## config.mk

```make
export PLATFORM = sky130hd
export DESIGN_NAME = core_memory_cycle_control
export DESIGN_NICKNAME = d
export VERILOG_FILES = /design/src/core_cycle_pkg.sv /design/src/address_decoder.sv /design/src/core_memory_cycle_control.sv
export VERILOG_INCLUDE_DIRS = /design/src
export SDC_FILE = /design/constraint.sdc
export NUM_CORES = 1
export LEC_CHECK = 0
export ABC_CLOCK_PERIOD_IN_PS = 2400
export BUFFER_PORTS_ARGS = -buffer_cell sky130_fd_sc_hd__buf_2
export CAP_MARGIN = 20
export CORE_MARGIN = 8
export CORE_UTILIZATION = 47
export CTS_CLUSTER_DIAMETER = 50
export DETAILED_ROUTE_END_ITERATION = 7
export PLACE_DENSITY = 0.83
export SYNTH_ARGS = -nofsm -noshare
export SYNTH_HDL_FRONTEND = slang
export SYNTH_SLANG_ARGS = --single-unit
```

## constraint.sdc

```tcl
create_clock -name ref_clk -period 2.4 [get_ports ref_clk]
set_input_delay 0.12 -clock ref_clk [delete_from_list [all_inputs] [get_ports ref_clk]]
set_output_delay 0.12 -clock ref_clk [all_outputs]
set_load 0.1 [all_outputs]
```

## src/core_cycle_cfg.svh

```systemverilog
`ifndef CORE_CYCLE_CFG_SVH
`define CORE_CYCLE_CFG_SVH
`define WORD_W 16
`define ADDR_W 13
`define LOC_ADDR_W 12
`define MODULE_SEL_BIT 12
`define DIGIT_W 3
`define LINE_GROUPS 4
`define LINES_PER_GROUP 8
`define SIGN_BIT 15
`define MOST_NEGATIVE 16'h8000
`define MOST_POSITIVE 16'h7FFF
`define READ_TIME_NS 400
`define WRITE_TIME_NS 400
`define CLK_PERIOD_NS 10
`define READ_CYCLES ((`READ_TIME_NS + `CLK_PERIOD_NS - 1) / `CLK_PERIOD_NS)
`define WRITE_CYCLES ((`WRITE_TIME_NS + `CLK_PERIOD_NS - 1) / `CLK_PERIOD_NS)
`define CNT_W 8
`define DEST_MDR 0
`define DEST_W 5
`endif

```

## src/core_cycle_pkg.sv

```systemverilog
package core_cycle_pkg;
    typedef enum logic [2:0] {
        PH_IDLE = 3'b000,
        PH_CLEAR = 3'b001,
        PH_READ = 3'b011,
        PH_MODIFY = 3'b010,
        PH_WRITE = 3'b110
    } phase_t;

    typedef enum logic [1:0] {
        OP_READ = 2'b00,
        OP_STORE_ACC = 2'b01,
        OP_INCR_SKIP = 2'b10
    } cycle_op_t;
endpackage : core_cycle_pkg

```

## src/address_decoder.sv

```systemverilog
`timescale 1ns/1ps
`include "core_cycle_cfg.svh"

module address_decoder (
    input wire logic [`LOC_ADDR_W-1:0] loc_addr,
    output logic [`LINES_PER_GROUP-1:0] x_low,
    output logic [`LINES_PER_GROUP-1:0] x_high,
    output logic [`LINES_PER_GROUP-1:0] y_low,
    output logic [`LINES_PER_GROUP-1:0] y_high
);
    // one octal digit selects one of eight lines
    function automatic logic [`LINES_PER_GROUP-1:0] one_of_eight(input logic [`DIGIT_W-1:0] d);
        one_of_eight = 8'h01 << d;
    endfunction : one_of_eight

    always_comb begin
        x_low = one_of_eight(loc_addr[2:0]);
        x_high = one_of_eight(loc_addr[5:3]);
        y_low = one_of_eight(loc_addr[8:6]);
        y_high = one_of_eight(loc_addr[11:9]);
    end
endmodule : address_decoder

```

## src/core_memory_cycle_control.sv

```systemverilog
`timescale 1ns/1ps
`include "core_cycle_cfg.svh"

module core_memory_cycle_control (
    input wire logic ref_clk,
    input wire logic rst,
    input wire logic cycle_start,
    input wire logic [`ADDR_W-1:0] mem_addr,
    input wire logic second_module_fitted,
    input wire logic execute_phase,
    input wire logic store_first_acc_instr,
    input wire logic store_second_acc_instr,
    input wire logic jump_subroutine_instr,
    input wire logic increment_skip_zero_instr,
    input wire logic [`WORD_W-1:0] acc_first,
    input wire logic [`WORD_W-1:0] acc_second,
    input wire logic [`WORD_W-1:0] sense_out,
    input wire logic [`WORD_W-1:0] bus_data,
    input wire logic [`DEST_W-1:0] store_select,
    input wire logic [`WORD_W-1:0] negate_in,
    output logic [`LINES_PER_GROUP-1:0] x_low,
    output logic [`LINES_PER_GROUP-1:0] x_high,
    output logic [`LINES_PER_GROUP-1:0] y_low,
    output logic [`LINES_PER_GROUP-1:0] y_high,
    output logic [1:0] read_strobe,
    output logic [1:0] write_strobe,
    output logic [`WORD_W-1:0] inhibit,
    output logic [`WORD_W-1:0] mem_data,
    output logic skip_zero,
    output logic cycle_busy,
    output logic cycle_done,
    output logic [`WORD_W-1:0] negate_out,
    output logic is_negative
);
    // ------------------------------------------------------------
    // helpers
    // ------------------------------------------------------------
    function automatic logic [`WORD_W-1:0] negate(input logic [`WORD_W-1:0] v);
        negate = (~v) + 16'h0001;
    endfunction : negate

    function automatic logic [`WORD_W-1:0] incr(input logic [`WORD_W-1:0] v);
        incr = v + 16'h0001;
    endfunction : incr

    // ------------------------------------------------------------
    // state
    // ------------------------------------------------------------
    typedef struct packed {
        core_cycle_pkg::phase_t phase;
        core_cycle_pkg::cycle_op_t op;
        logic use_second_acc;
        logic module_sel;
        logic [`LOC_ADDR_W-1:0] loc_addr;
        logic [`CNT_W-1:0] count;
        logic [`WORD_W-1:0] mdr;
        logic skip_zero;
        logic done;
    } state_t;

    state_t cur;
    state_t next_cur;

    always_comb begin
        next_cur = cur;
        next_cur.done = 1'b0;
        case (cur.phase)
            core_cycle_pkg::PH_IDLE: begin
                if (cycle_start) begin
                    next_cur.phase = core_cycle_pkg::PH_CLEAR;
                    next_cur.loc_addr = mem_addr[`LOC_ADDR_W-1:0];
                    // single module: bit 12 ignored
                    next_cur.module_sel = second_module_fitted & mem_addr[`MODULE_SEL_BIT];
                    next_cur.use_second_acc = store_second_acc_instr;
                    if (execute_phase && (store_first_acc_instr || store_second_acc_instr
                            || jump_subroutine_instr)) begin
                        next_cur.op = core_cycle_pkg::OP_STORE_ACC;
                    end else if (execute_phase && increment_skip_zero_instr) begin
                        next_cur.op = core_cycle_pkg::OP_INCR_SKIP;
                    end else begin
                        next_cur.op = core_cycle_pkg::OP_READ;
                    end
                end else if (store_select[`DEST_MDR]) begin
                    next_cur.mdr = bus_data;
                end
            end
            core_cycle_pkg::PH_CLEAR: begin
                next_cur.mdr = '0;
                next_cur.skip_zero = 1'b0;
                next_cur.count = '0;
                next_cur.phase = core_cycle_pkg::PH_READ;
            end
            core_cycle_pkg::PH_READ: begin
                if (cur.op == core_cycle_pkg::OP_STORE_ACC) begin
                    next_cur.mdr = cur.use_second_acc ? acc_second : acc_first;
                end else begin
                    next_cur.mdr = cur.mdr | sense_out;
                end
                next_cur.count = cur.count + 8'h01;
                if (cur.count == 8'(`READ_CYCLES - 1)) begin
                    next_cur.count = '0;
                    next_cur.phase = core_cycle_pkg::PH_MODIFY;
                end
            end
            core_cycle_pkg::PH_MODIFY: begin
                if (cur.op == core_cycle_pkg::OP_INCR_SKIP) begin
                    next_cur.mdr = incr(cur.mdr);
                    next_cur.skip_zero = (incr(cur.mdr) == 16'h0000);
                end
                next_cur.phase = core_cycle_pkg::PH_WRITE;
            end
            core_cycle_pkg::PH_WRITE: begin
                next_cur.count = cur.count + 8'h01;
                if (cur.count == 8'(`WRITE_CYCLES - 1)) begin
                    next_cur.count = '0;
                    next_cur.done = 1'b1;
                    next_cur.phase = core_cycle_pkg::PH_IDLE;
                end
            end
            default: begin
                next_cur.phase = core_cycle_pkg::PH_IDLE;
            end
        endcase
    end

    always_ff @(posedge ref_clk or posedge rst) begin
        if (rst) begin
            cur <= '{phase: core_cycle_pkg::PH_IDLE, op: core_cycle_pkg::OP_READ,
                     default: '0};
        end else begin
            cur <= next_cur;
        end
    end

    // ------------------------------------------------------------
    // array drive
    // ------------------------------------------------------------
    address_decoder u_dec (
        .loc_addr(cur.loc_addr),
        .x_low(x_low),
        .x_high(x_high),
        .y_low(y_low),
        .y_high(y_high)
    );

    logic in_read;
    logic in_write;
    assign in_read = (cur.phase == core_cycle_pkg::PH_READ);
    assign in_write = (cur.phase == core_cycle_pkg::PH_WRITE);

    always_comb begin
        read_strobe = 2'b00;
        write_strobe = 2'b00;
        read_strobe[cur.module_sel] = in_read;
        write_strobe[cur.module_sel] = in_write;
    end

    // zero bits inhibit the write current so those cores stay zero
    assign inhibit = in_write ? ~cur.mdr : 16'h0000;
    assign mem_data = cur.mdr;
    assign skip_zero = cur.skip_zero;
    assign cycle_busy = (cur.phase != core_cycle_pkg::PH_IDLE);
    assign cycle_done = cur.done;
    assign negate_out = negate(negate_in);
    assign is_negative = negate_in[`SIGN_BIT];
endmodule : core_memory_cycle_control

```

==> results of run 1 <==
==> path summary, 6_finish.rpt <==
| kind | start | end | slack (ps) | depth (start not counted) |
|---|---|---|---|---|
| worst max-delay path | cur[42] | inhibit[1] | 150 | 5 |
| worst min-delay path | rst | cur[37] | 50 | 2 |
| worst max register to register | cur[21] | cur[23] | 280 | 5 |
| worst min register to register | cur[18] | cur[18] | 530 | 1 |
| max in group asynchronous | rst | mem_data[5] | 1750 | 2 |
| min in group ref_clk | mem_addr[11] | cur[37] | 50 | 2 |
==> cell usage in the layout, fill, tap and decap left out, types with 11 or more instances in the layout <==
master | netlist | routed
o31ai_1 | 13 | 12
mux2i_1 | 16 | 16
nand2_1 | 33 | 33
dfrtp_1 | 45 | 45
nor2_1 | 49 | 39
o21ai_0 | 34 | 34
buf_2 | 7 | 170
xnor2_1 | 15 | 15
a21oi_1 | 21 | 21
nor3b_1 | 16 | 16
mux2_2 | 14 | 14
nor3_1 | 22 | 21
buf_12 | 0 | 20
and3b_1 | 11 | 11
buf_4 | 20 | 21
==> state kept, by name (all words and copies together), names as in the netlist <==
register and count:
mem_data 16, cycle_done 1, skip_zero 1, cur 27
==> power by group <==
group	switching [mW]	leakage, nW	internal (mW)
Sequential	0.102	0.526	0.805
Combinational	1.14	1.85	0.420
Clock	0.263	0.0540	0.303
Total	1.51	2.43	1.53
==> stage by stage <==
stage | power [mW] | hold WS, ps | util (%) | setup WS (ps)
global placement | 2.46 | 353 | 63.8 | 357
global route | 3.14 | 48.5 | 65.1 | 44.1
floorplan | 2.11 | 258 | - | -381
CTS | 3.04 | 45.0 | 65.1 | 164
detailed placement | 2.48 | 357 | 63.8 | 269
finish | 3.04 | 50.9 | 65.1 | 149
==> metal layers <==
metal / up-vias / global-route usage (%) / wire, microns
li1: 1979 / - / -
met1: 1927 / 22.6 / 4800
met2: 170 / 39.6 / 6700
met3: 30 / 5.69 / 901
met4: 0 / 7.24 / 326
met5: - / 0 / 0
==> final cells by class <==
class	instances	area [sq um]	area share, %
clock inverter	2	35.0	0.669
inverter	10	37.5	0.717
clock buffer	5	68.8	1.31
timing repair buffer	211	1410	26.9
sequential	45	1130	21.5
tap	105	131	2.51
multi-input combinational	356	2430	46.4
==> kinds of logic (layout without fill, tap and decap cells) <==
family / Yosys count / in the layout / synth area share [%]
flip-flops: 45 / 45 / 29.4
multiplexers: 30 / 30 / 8.30
XOR/XNOR: 24 / 24 / 5.49
AND/OR/NAND/NOR: 196 / 196 / 29.0
AO/OA/AOI/OAI: 102 / 102 / 17.5
adder cells (fa/ha/maj): 4 / 4 / 1.31
buffers and inverters: 57 / 228 / 9.05
==> impl_metrics.py, run 1 <==
metrics = {
    "cts": {
        "ctsHtreeMaxLevel": 2,
        "cts_resized": 0,
        "cts_sinks": 45,
        "cts_buffers": 5,
        "cts-root-buf": "clkbuf_8",
        "clk_latency_ps": 300,
        "cts_setup_buffers": 0,
        "clockBufferDepth": 2,
        "holdBufCountCts": 0,
        "clk_pin_slew_ps": 80,
        "tritoncts": "done",
    },
    "worst_setup_path": {
        "crit_path_end_kind": "primary output",
        "crit_buf_inv": 2,
        "crit_chain": "nor2b_1 > nand2_1 > buf_4 > nor2_1 > buf_12",
        "cp.required_ps": 2280,
        "path_delay_family": "simple AND/OR/NAND/NOR gates",
        "worstSetupPathType": "flop to primary output",
        "worstPathArrival_ps": 2130,
        "crit_path_start_kind": "flop",
        "worst-path-max-fanout": 21,
        "slowest_stage": "dfrtp_1",
        "critPathMaxStageDelay_ps": 630,
    },
    "floorplan": {
        "num_rows": 33,
        "initial_core_util_pct": 47.5,
        "io_pins": 195,
        "chipWidth_microns": 106,
        "die-area_sq_um": 11300,
        "core_area_sq_um": 8050,
        "chipHeight_microns": 106,
    },
    "timing": {
        "skew_ps": 5.28,
        "setup_viol_count_final": 0,
        "period_needed_ps": 2250,
        "drv_slew": 0,
        "tns_ps": 0,
        "rsz0062_at_grt": "no",
        "fmax_mhz": 444,
        "tightest_slew_ps": 976,
        "min_period_over_period_pct": 93.8,
        "finalHoldViolations": 0,
        "relSlewSlack_pct": 34.8,
    },
    "job": {
        "max-cap-violations": 0,
    },
    "synth": {
        "async_flop_share_pct": 100,
        "netlist.area_leader.share_pct": 29.4,
        "synth-seq-cells": 45,
        "netlist_area_sq_um": 3830,
        "seq_area_frac_synth_pct": 29.4,
        "synth_cells": 458,
        "synth-main-ff-cell": "dfrtp_1",
        "synth.distinct_cells": 62,
        "synth_enable_flop_cells": 0,
        "synth_largest_area_cell": "dfrtp_1",
        "synth.area.top_cells": "dfrtp_1 29%, nor2_1 4.8%, o21ai_0 4.4%, mux2i_1 4.2%, mux2_2 4.1%",
        "yosys_warnings": 0,
        "synth.most_common_cell": "nor2_1",
        "synth.avg_cell_area_sq_um": 8.36,
        "ys_top_cells_by_count": "49 x nor2_1, 45 x dfrtp_1, 34 x o21ai_0",
        "syn-num-nets": 569,
    },
    "cells_and_area": {
        "finalInstanceArea_sq_um": 5240,
        "antenna_cells": 0,
        "drive_above_1_share_pct": 42.1,
        "final_nets": 740,
        "area_growth_pct": 36.9,
        "fin_cells": 734,
        "fillCellCount": 677,
    },
    "route": {
        "drc": 0,
        "num_vias": 4106,
        "drt_wl_total_microns": 12700,
        "wl_per_cell_microns": 17.3,
        "drtPass1Iterations": 5,
        "drt_iter0_drc": 215,
        "viasPerCell": 5.59,
        "ant_nets": 0,
    },
    "hold_path": {
        "hold_path_class": "input pin to asynchronous set/reset pin",
    },
    "status": {
        "status": "completed",
    },
    "pwr": {
        "power.density_nw_per_um2": 579,
        "ir_drop_mv": 0.383,
        "leakage_nw": 2.43,
    },
    "grt": {
        "grtUsageTotal_pct": 21.3,
        "grt_max_degree": 46,
        "first_global_vias": 4099,
        "antenna_found_initial": 0,
        "overflow": 0,
        "grt_first_pass_wirelength_microns": 19800,
    },
    "placement": {
        "dp.cells": 727,
        "dpl.hpwl_microns": 10100,
        "place_congestion": 0.891,
        "portBuffers": 190,
        "dpl_cell_area_sq_um": 5130,
    },
}
Power figures use the tool's default switching activity.
==> inputs of run 2 (changes only) <==
- CAP_MARGIN: 20 -> 5
- CORE_UTILIZATION: 47 -> 46
- PLACE_DENSITY: 0.83 -> 0.82
- SYNTH_HIERARCHICAL: unset -> 1
==> run 2 against run 1 <==
Effect of this change: global-route usage is 0.27 points lower; clock-buffer cell count stayed put; critical path depth is 2 higher; clock skew is 2.7 ps higher; via count is 1.0% lower; critical endpoint is now skip_zero.
==> impl_metrics.py, run 2 <==
metrics = {
    "worst_setup_path": {
        "cp.required_ps": 2620,
        "crit_path_end_kind": "flop",
        "worstPathArrival_ps": 2520,
        "worst-path-max-fanout": 6,
        "crit_path_start_kind": "flop",
        "worstSetupPathType": "flop to flop",
    },
    "timing": {
        "min_period_over_period_pct": 95.7,
        "drv_slew": 0,
        "relSlewSlack_pct": 35.3,
        "setup_viol_count_final": 0,
        "period_needed_ps": 2300,
        "finalHoldViolations": 0,
        "fmax_mhz": 435,
        "tightest_slew_ps": 968,
        "rsz0062_at_grt": "no",
        "skew_ps": 7.94,
    },
    "placement": {
        "portBuffers": 190,
        "place_congestion": 0.872,
        "dpl.hpwl_microns": 9660,
        "dpl_cell_area_sq_um": 4940,
    },
    "cts": {
        "ctsHtreeMaxLevel": 2,
        "cts-root-buf": "clkbuf_8",
        "clockBufferDepth": 2,
        "holdBufCountCts": 0,
        "cts_resized": 0,
        "tritoncts": "done",
        "cts_setup_buffers": 0,
        "cts_sinks": 45,
        "cts_buffers": 5,
        "clk_pin_slew_ps": 90,
        "clk_latency_ps": 300,
    },
    "grt": {
        "grt_max_degree": 46,
        "grtUsageTotal_pct": 21.0,
        "grt_first_pass_wirelength_microns": 19900,
        "overflow": 0,
        "first_global_vias": 3978,
        "antenna_found_initial": 0,
    },
    "route": {
        "ant_nets": 0,
        "viasPerCell": 5.60,
        "drt_iter0_drc": 278,
        "drc": 0,
        "num_vias": 4063,
        "wl_per_cell_microns": 16.9,
        "drtPass1Iterations": 5,
        "drt_wl_total_microns": 12300,
    },
    "cells_and_area": {
        "final_nets": 731,
        "area_growth_pct": 34.0,
        "largest-register": "cur",
        "final_util_pct": 62.5,
        "antenna_cells": 0,
        "layout_commonest_cell": "buf_2",
        "final_cell_mix": "173 x buf_2, 45 x dfrtp_1, 42 x o21ai_0",
        "finalInstanceArea_sq_um": 5030,
        "largest_reg_flops": 27,
        "drive_above_1_share_pct": 43.3,
    },
    "synth": {
        "async_flop_share_pct": 100,
        "netlist_area_sq_um": 3750,
        "synth_cells": 454,
        "synth.avg_cell_area_sq_um": 8.27,
        "synth-main-ff-cell": "dfrtp_1",
        "synth-seq-cells": 45,
        "ys_top_cells_by_count": "50 x nor2_1, 45 x dfrtp_1, 42 x o21ai_0",
        "synth_largest_area_cell": "dfrtp_1",
        "synth.area.top_cells": "dfrtp_1 30%, o21ai_0 5.6%, mux2i_1 5.1%, nor2_1 5.0%, xnor2_1 4.9%",
        "synth.distinct_cells": 55,
        "netlist.area_leader.share_pct": 30.0,
        "seq_area_frac_synth_pct": 30.0,
        "synth.most_common_cell": "nor2_1",
        "synth_enable_flop_cells": 0,
        "syn-num-nets": 565,
        "yosys_warnings": 6,
    },
    "floorplan": {
        "num_rows": 33,
        "chipHeight_microns": 106,
        "initial_core_util_pct": 46.6,
        "io_pins": 195,
        "core_area_sq_um": 8050,
        "die-area_sq_um": 11300,
        "chipWidth_microns": 106,
    },
    "pwr": {
        "power.density_nw_per_um2": 307,
        "leakage_nw": 2.43,
        "finalPower_mw": 1.54,
        "ir_drop_mv": 0.234,
    },
    "job": {
        "max-cap-violations": 0,
    },
    "hold_path": {
        "hold_path_class": "input pin to asynchronous set/reset pin",
    },
    "status": {
        "status": "completed",
    },
}
==> run 2: changes by cell type in the layout (fill, tap and decap cells not counted), moves of 5 or more <==
cell / previous run / this run
a21oi_1: 21 / 14
and3_2: 0 / 5
and3b_1: 11 / 0
and3b_2: 0 / 12
nand2_1: 33 / 38
nor2b_1: 9 / 4
nor3_1: 21 / 29
o21ai_0: 34 / 42
o31ai_1: 12 / 1
xnor2_1: 15 / 21
==> run 2: worst paths after layout <==
check / from / to / slack, ps / cells past startpoint
hold reg to reg: cur[18] / cur[18] / 530 / 1
max in group asynchronous: rst / cur[27] / 1770 / 2
min in group ref_clk: mem_addr[7] / cur[33] / 40 / 2
setup / recovery: mem_data[0] / skip_zero / 100 / 7
hold / removal: rst / cur[36] / 20 / 2
setup reg to reg: mem_data[0] / skip_zero / 100 / 7
==> run 2: final cells by class <==
cell class | count | area [sq um]
fill | 697 | 3020
tap | 105 | 131
multi-input combinational | 350 | 2310
inverter | 11 | 41.3
clock inverter | 3 | 22.5
clock buffer | 5 | 68.8
timing repair buffer | 207 | 1330
sequential | 45 | 1130
==> run 2: worst max-delay path: stages, from the launching register on <==
cell and delay [ps]:
dfrtp_1 370, ha_1 200, nand3_1 200, nor2_1 440
xnor2_1 180, a31oi_1 100, or4_1 550, o21ai_1 160
==> run 2: per-layer routing <==
layer  vias up  routed length (microns)  global-route usage [%]
met5         -                        0                       0
met4         0                      184                    5.23
met3        16                     1260                    6.23
met2       229                     6020                    36.4
met1      1877                     4830                    24.9
li1       1941                        -                       -
==> run 2: through the flow <==
stage / setup TNS (ps) / cells / hold WS [ps] / worst slack (ps)
floorplan: -5390 / 454 / 258 / -374
global placement: 0 / 718 / 353 / 320
detailed placement: 0 / 718 / 359 / 245
CTS: 0 / 726 / 33.4 / 149
global route: 0 / 726 / 31.2 / 14.2
finish: 0 / 726 / 19.9 / 103
==> run 2: cells by family after synthesis <==
group | share of synthesized area, %
DFF | 30.0
muxes | 8.96
xor gates and xnor gates | 6.06
AOI/OAI and AO/OA | 15.2
and+or+nand+nor | 29.0
buffers and inverters | 9.43
adders and majority gates | 1.33
==> run 2: power breakdown <==
part | switching, mW | internal (mW) | leakage, nW
Clock | 0.276 | 0.207 | 0.0481
Sequential | 0.000000000000996 | 0.757 | 0.506
Combinational | 0.209 | 0.0941 | 1.88
==> inputs of run 3 (changes only) <==
- CELL_PAD_IN_SITES_DETAIL_PLACEMENT: unset -> 0
- CELL_PAD_IN_SITES_GLOBAL_PLACEMENT: unset -> 1
- CORE_UTILIZATION: 46 -> 32
==> run 3 against run 2 <==
Effect of this change: sequential cell count unchanged; largest cell class unchanged; first-iteration DRC count down 29%; sequential share of layout area down 0.66 points.
==> impl_metrics.py, run 3 (same netlist as run 2, synthesis figures left out) <==
metrics = {
    "cts": {
        "cts_setup_buffers": 0,
        "cts-root-buf": "clkbuf_16",
        "cts_buffers": 5,
        "clockBufferDepth": 2,
        "clk_latency_ps": 280,
        "cts_sinks": 45,
        "tritoncts": "done",
        "clk_pin_slew_ps": 60,
        "ctsHtreeMaxLevel": 2,
    },
    "floorplan": {
        "initial_core_util_pct": 32.9,
        "io_pins": 195,
        "chipHeight_microns": 124,
        "num_rows": 39,
        "die-area_sq_um": 15500,
        "core_area_sq_um": 11400,
        "chipWidth_microns": 124,
    },
    "route": {
        "drtPass1Iterations": 4,
        "num_vias": 3969,
        "drt_wl_total_microns": 12900,
        "wl_per_cell_microns": 16.8,
        "viasPerCell": 5.18,
        "drt_iter0_drc": 196,
        "drc": 0,
        "ant_nets": 0,
    },
    "pwr": {
        "internal_power_mw": 1.34,
        "ir_drop_mv": 0.341,
        "clock_power_share_pct": 42.0,
        "power.switching_mw": 0.496,
        "power_frac_comb_pct": 16.6,
        "finalPower_mw": 1.83,
        "power.density_nw_per_um2": 353,
        "p_sw_share_pct": 27.1,
        "seqPwrFrac_pct": 41.4,
        "leakage_nw": 2.48,
    },
    "placement": {
        "portBuffers": 190,
        "place_congestion": 0.864,
        "dpl.hpwl_microns": 10400,
    },
    "worst_setup_path": {
        "worstPathArrival_ps": 2050,
        "reg2reg_depth": 6,
        "slowest_stage": "dfrtp_1",
        "worstSetupPathType": "flop to primary output",
        "critPathMaxStageDelay_ps": 490,
        "crit_path_start_kind": "flop",
        "cp.required_ps": 2280,
        "worst-path-max-fanout": 13,
        "crit_path_end_kind": "primary output",
        "rr_endpoint": "skip_zero",
        "reg2reg_slack_ps": 260,
        "reg2reg_from": "mem_data[6]",
        "crit_chain": "nor2b_1 > nand2_2 > buf_4 > nor2_2 > buf_12",
    },
    "timing": {
        "drv_slew": 0,
        "setup_viol_count_final": 0,
        "skew_ps": 3.12,
        "hold-worst-slack_ps": 65.3,
        "min_period_over_period_pct": 90.5,
        "finalHoldViolations": 0,
        "tightest_slew_ps": 1000,
        "fmax_mhz": 461,
        "relSlewSlack_pct": 33.1,
        "period_needed_ps": 2170,
        "rsz0062_at_grt": "no",
    },
    "status": {
        "status": "completed",
    },
    "hold_path": {
        "whs_path_depth": 2,
        "holdPathEnd": "cur[27]",
        "min_from": "mem_addr[1]",
        "hold_path_class": "input pin to flop",
    },
    "grt": {
        "first_global_vias": 4121,
        "grt_first_pass_wirelength_microns": 21300,
        "overflow": 0,
        "antenna_found_initial": 2,
        "grt_max_degree": 46,
        "grtUsageTotal_pct": 16.3,
    },
    "cells_and_area": {
        "layout_commonest_cell": "buf_2",
        "multiInputGateArea_sq_um": 2310,
        "antenna_cells": 0,
        "seqCellArea_sq_um": 1130,
        "final_cell_mix": "173 x buf_2, 45 x dfrtp_1, 42 x o21ai_0",
        "drive_above_1_share_pct": 43.7,
        "largest-register": "cur",
        "fillCellCount": 1135,
        "largest_reg_flops": 27,
        "area_growth_pct": 38.1,
        "final_nets": 734,
    },
    "job": {
        "max-cap-violations": 0,
    },
}
==> run 3: repair_timing <==
item,4_1_cts,5_1_grt
hold buffers,0,0
gates resized for setup,0,1
setup endpoints to repair,0,12
==> run 3: power groups by stage <==
| stage | registers [mW] | logic, mW | clock network, mW |
|---|---|---|---|
| after floorplan | 0.773 | 0.190 | 0 |
| after global placement | 0.773 | 0.302 | 0 |
| after detailed placement | 0.773 | 0.306 | 0 |
| after CTS | 0.758 | 0.307 | 0.788 |
| after global routing | 0.758 | 0.324 | 0.812 |
| final | 0.758 | 0.304 | 0.769 |
==> run 3: final cells by class <==
cell class,instances,area share [%]
clock inverter,2,0.676
timing repair buffer,210,26.4
inverter,11,0.796
sequential,45,21.7
tap,143,3.45
multi-input combinational,350,44.5
clock buffer,5,2.41
==> run 3: worst max path at each step <==
| stage | from | end | slack (ps) | depth (start not counted) |
|---|---|---|---|---|
| 5_1_grt | cur[42] | inhibit[11] | 90 | 5 |
| 3_5_place_dp | cur[42] | cur[22] | 300 | 6 |
| 3_3_place_gp | mem_data[6] | skip_zero | 320 | 6 |
| 4_1_cts | cur[42] | inhibit[11] | 8 | 5 |
| 2_1_floorplan | cur[29] | x_high[2] | -370 | 1 |
| 6_report | cur[42] | inhibit[11] | 230 | 5 |
==> run 3: stage by stage <==
| step | std cells | cell area [sq um] | utilization (%) | setup WS (ps) | TNS (ps) |
|---|---|---|---|---|---|
| 4_1_cts | 766 | 5180 | 45.4 | 7.57 | 0 |
| 5_1_grt | 766 | 5180 | 45.4 | 90.5 | 0 |
| 6_report | 766 | 5180 | 45.4 | 229 | 0 |
| 3_3_place_gp | 759 | 5020 | 44.0 | 319 | 0 |
| 3_5_place_dp | 759 | 5020 | 44.0 | 296 | 0 |
| 2_1_floorplan | 454 | 3780 | - | -374 | -5390 |
==> run 3: critical path: cells and delay by family (launching register included) <==
family | cells | cell delay [ps]
buffers and inverters | 2 | 460
flip-flops | 1 | 490
AND/OR/NAND/NOR | 3 | 810
==> run 3: routing by layer <==
layer / vias to the layer above / global-route usage (%) / wire length [microns]
li1: 1944 / - / -
met1: 1868 / 19.1 / 5490
met2: 139 / 28.3 / 6230
met3: 14 / 5.11 / 988
met4: 4 / 3.76 / 157
met5: - / 0 / 16
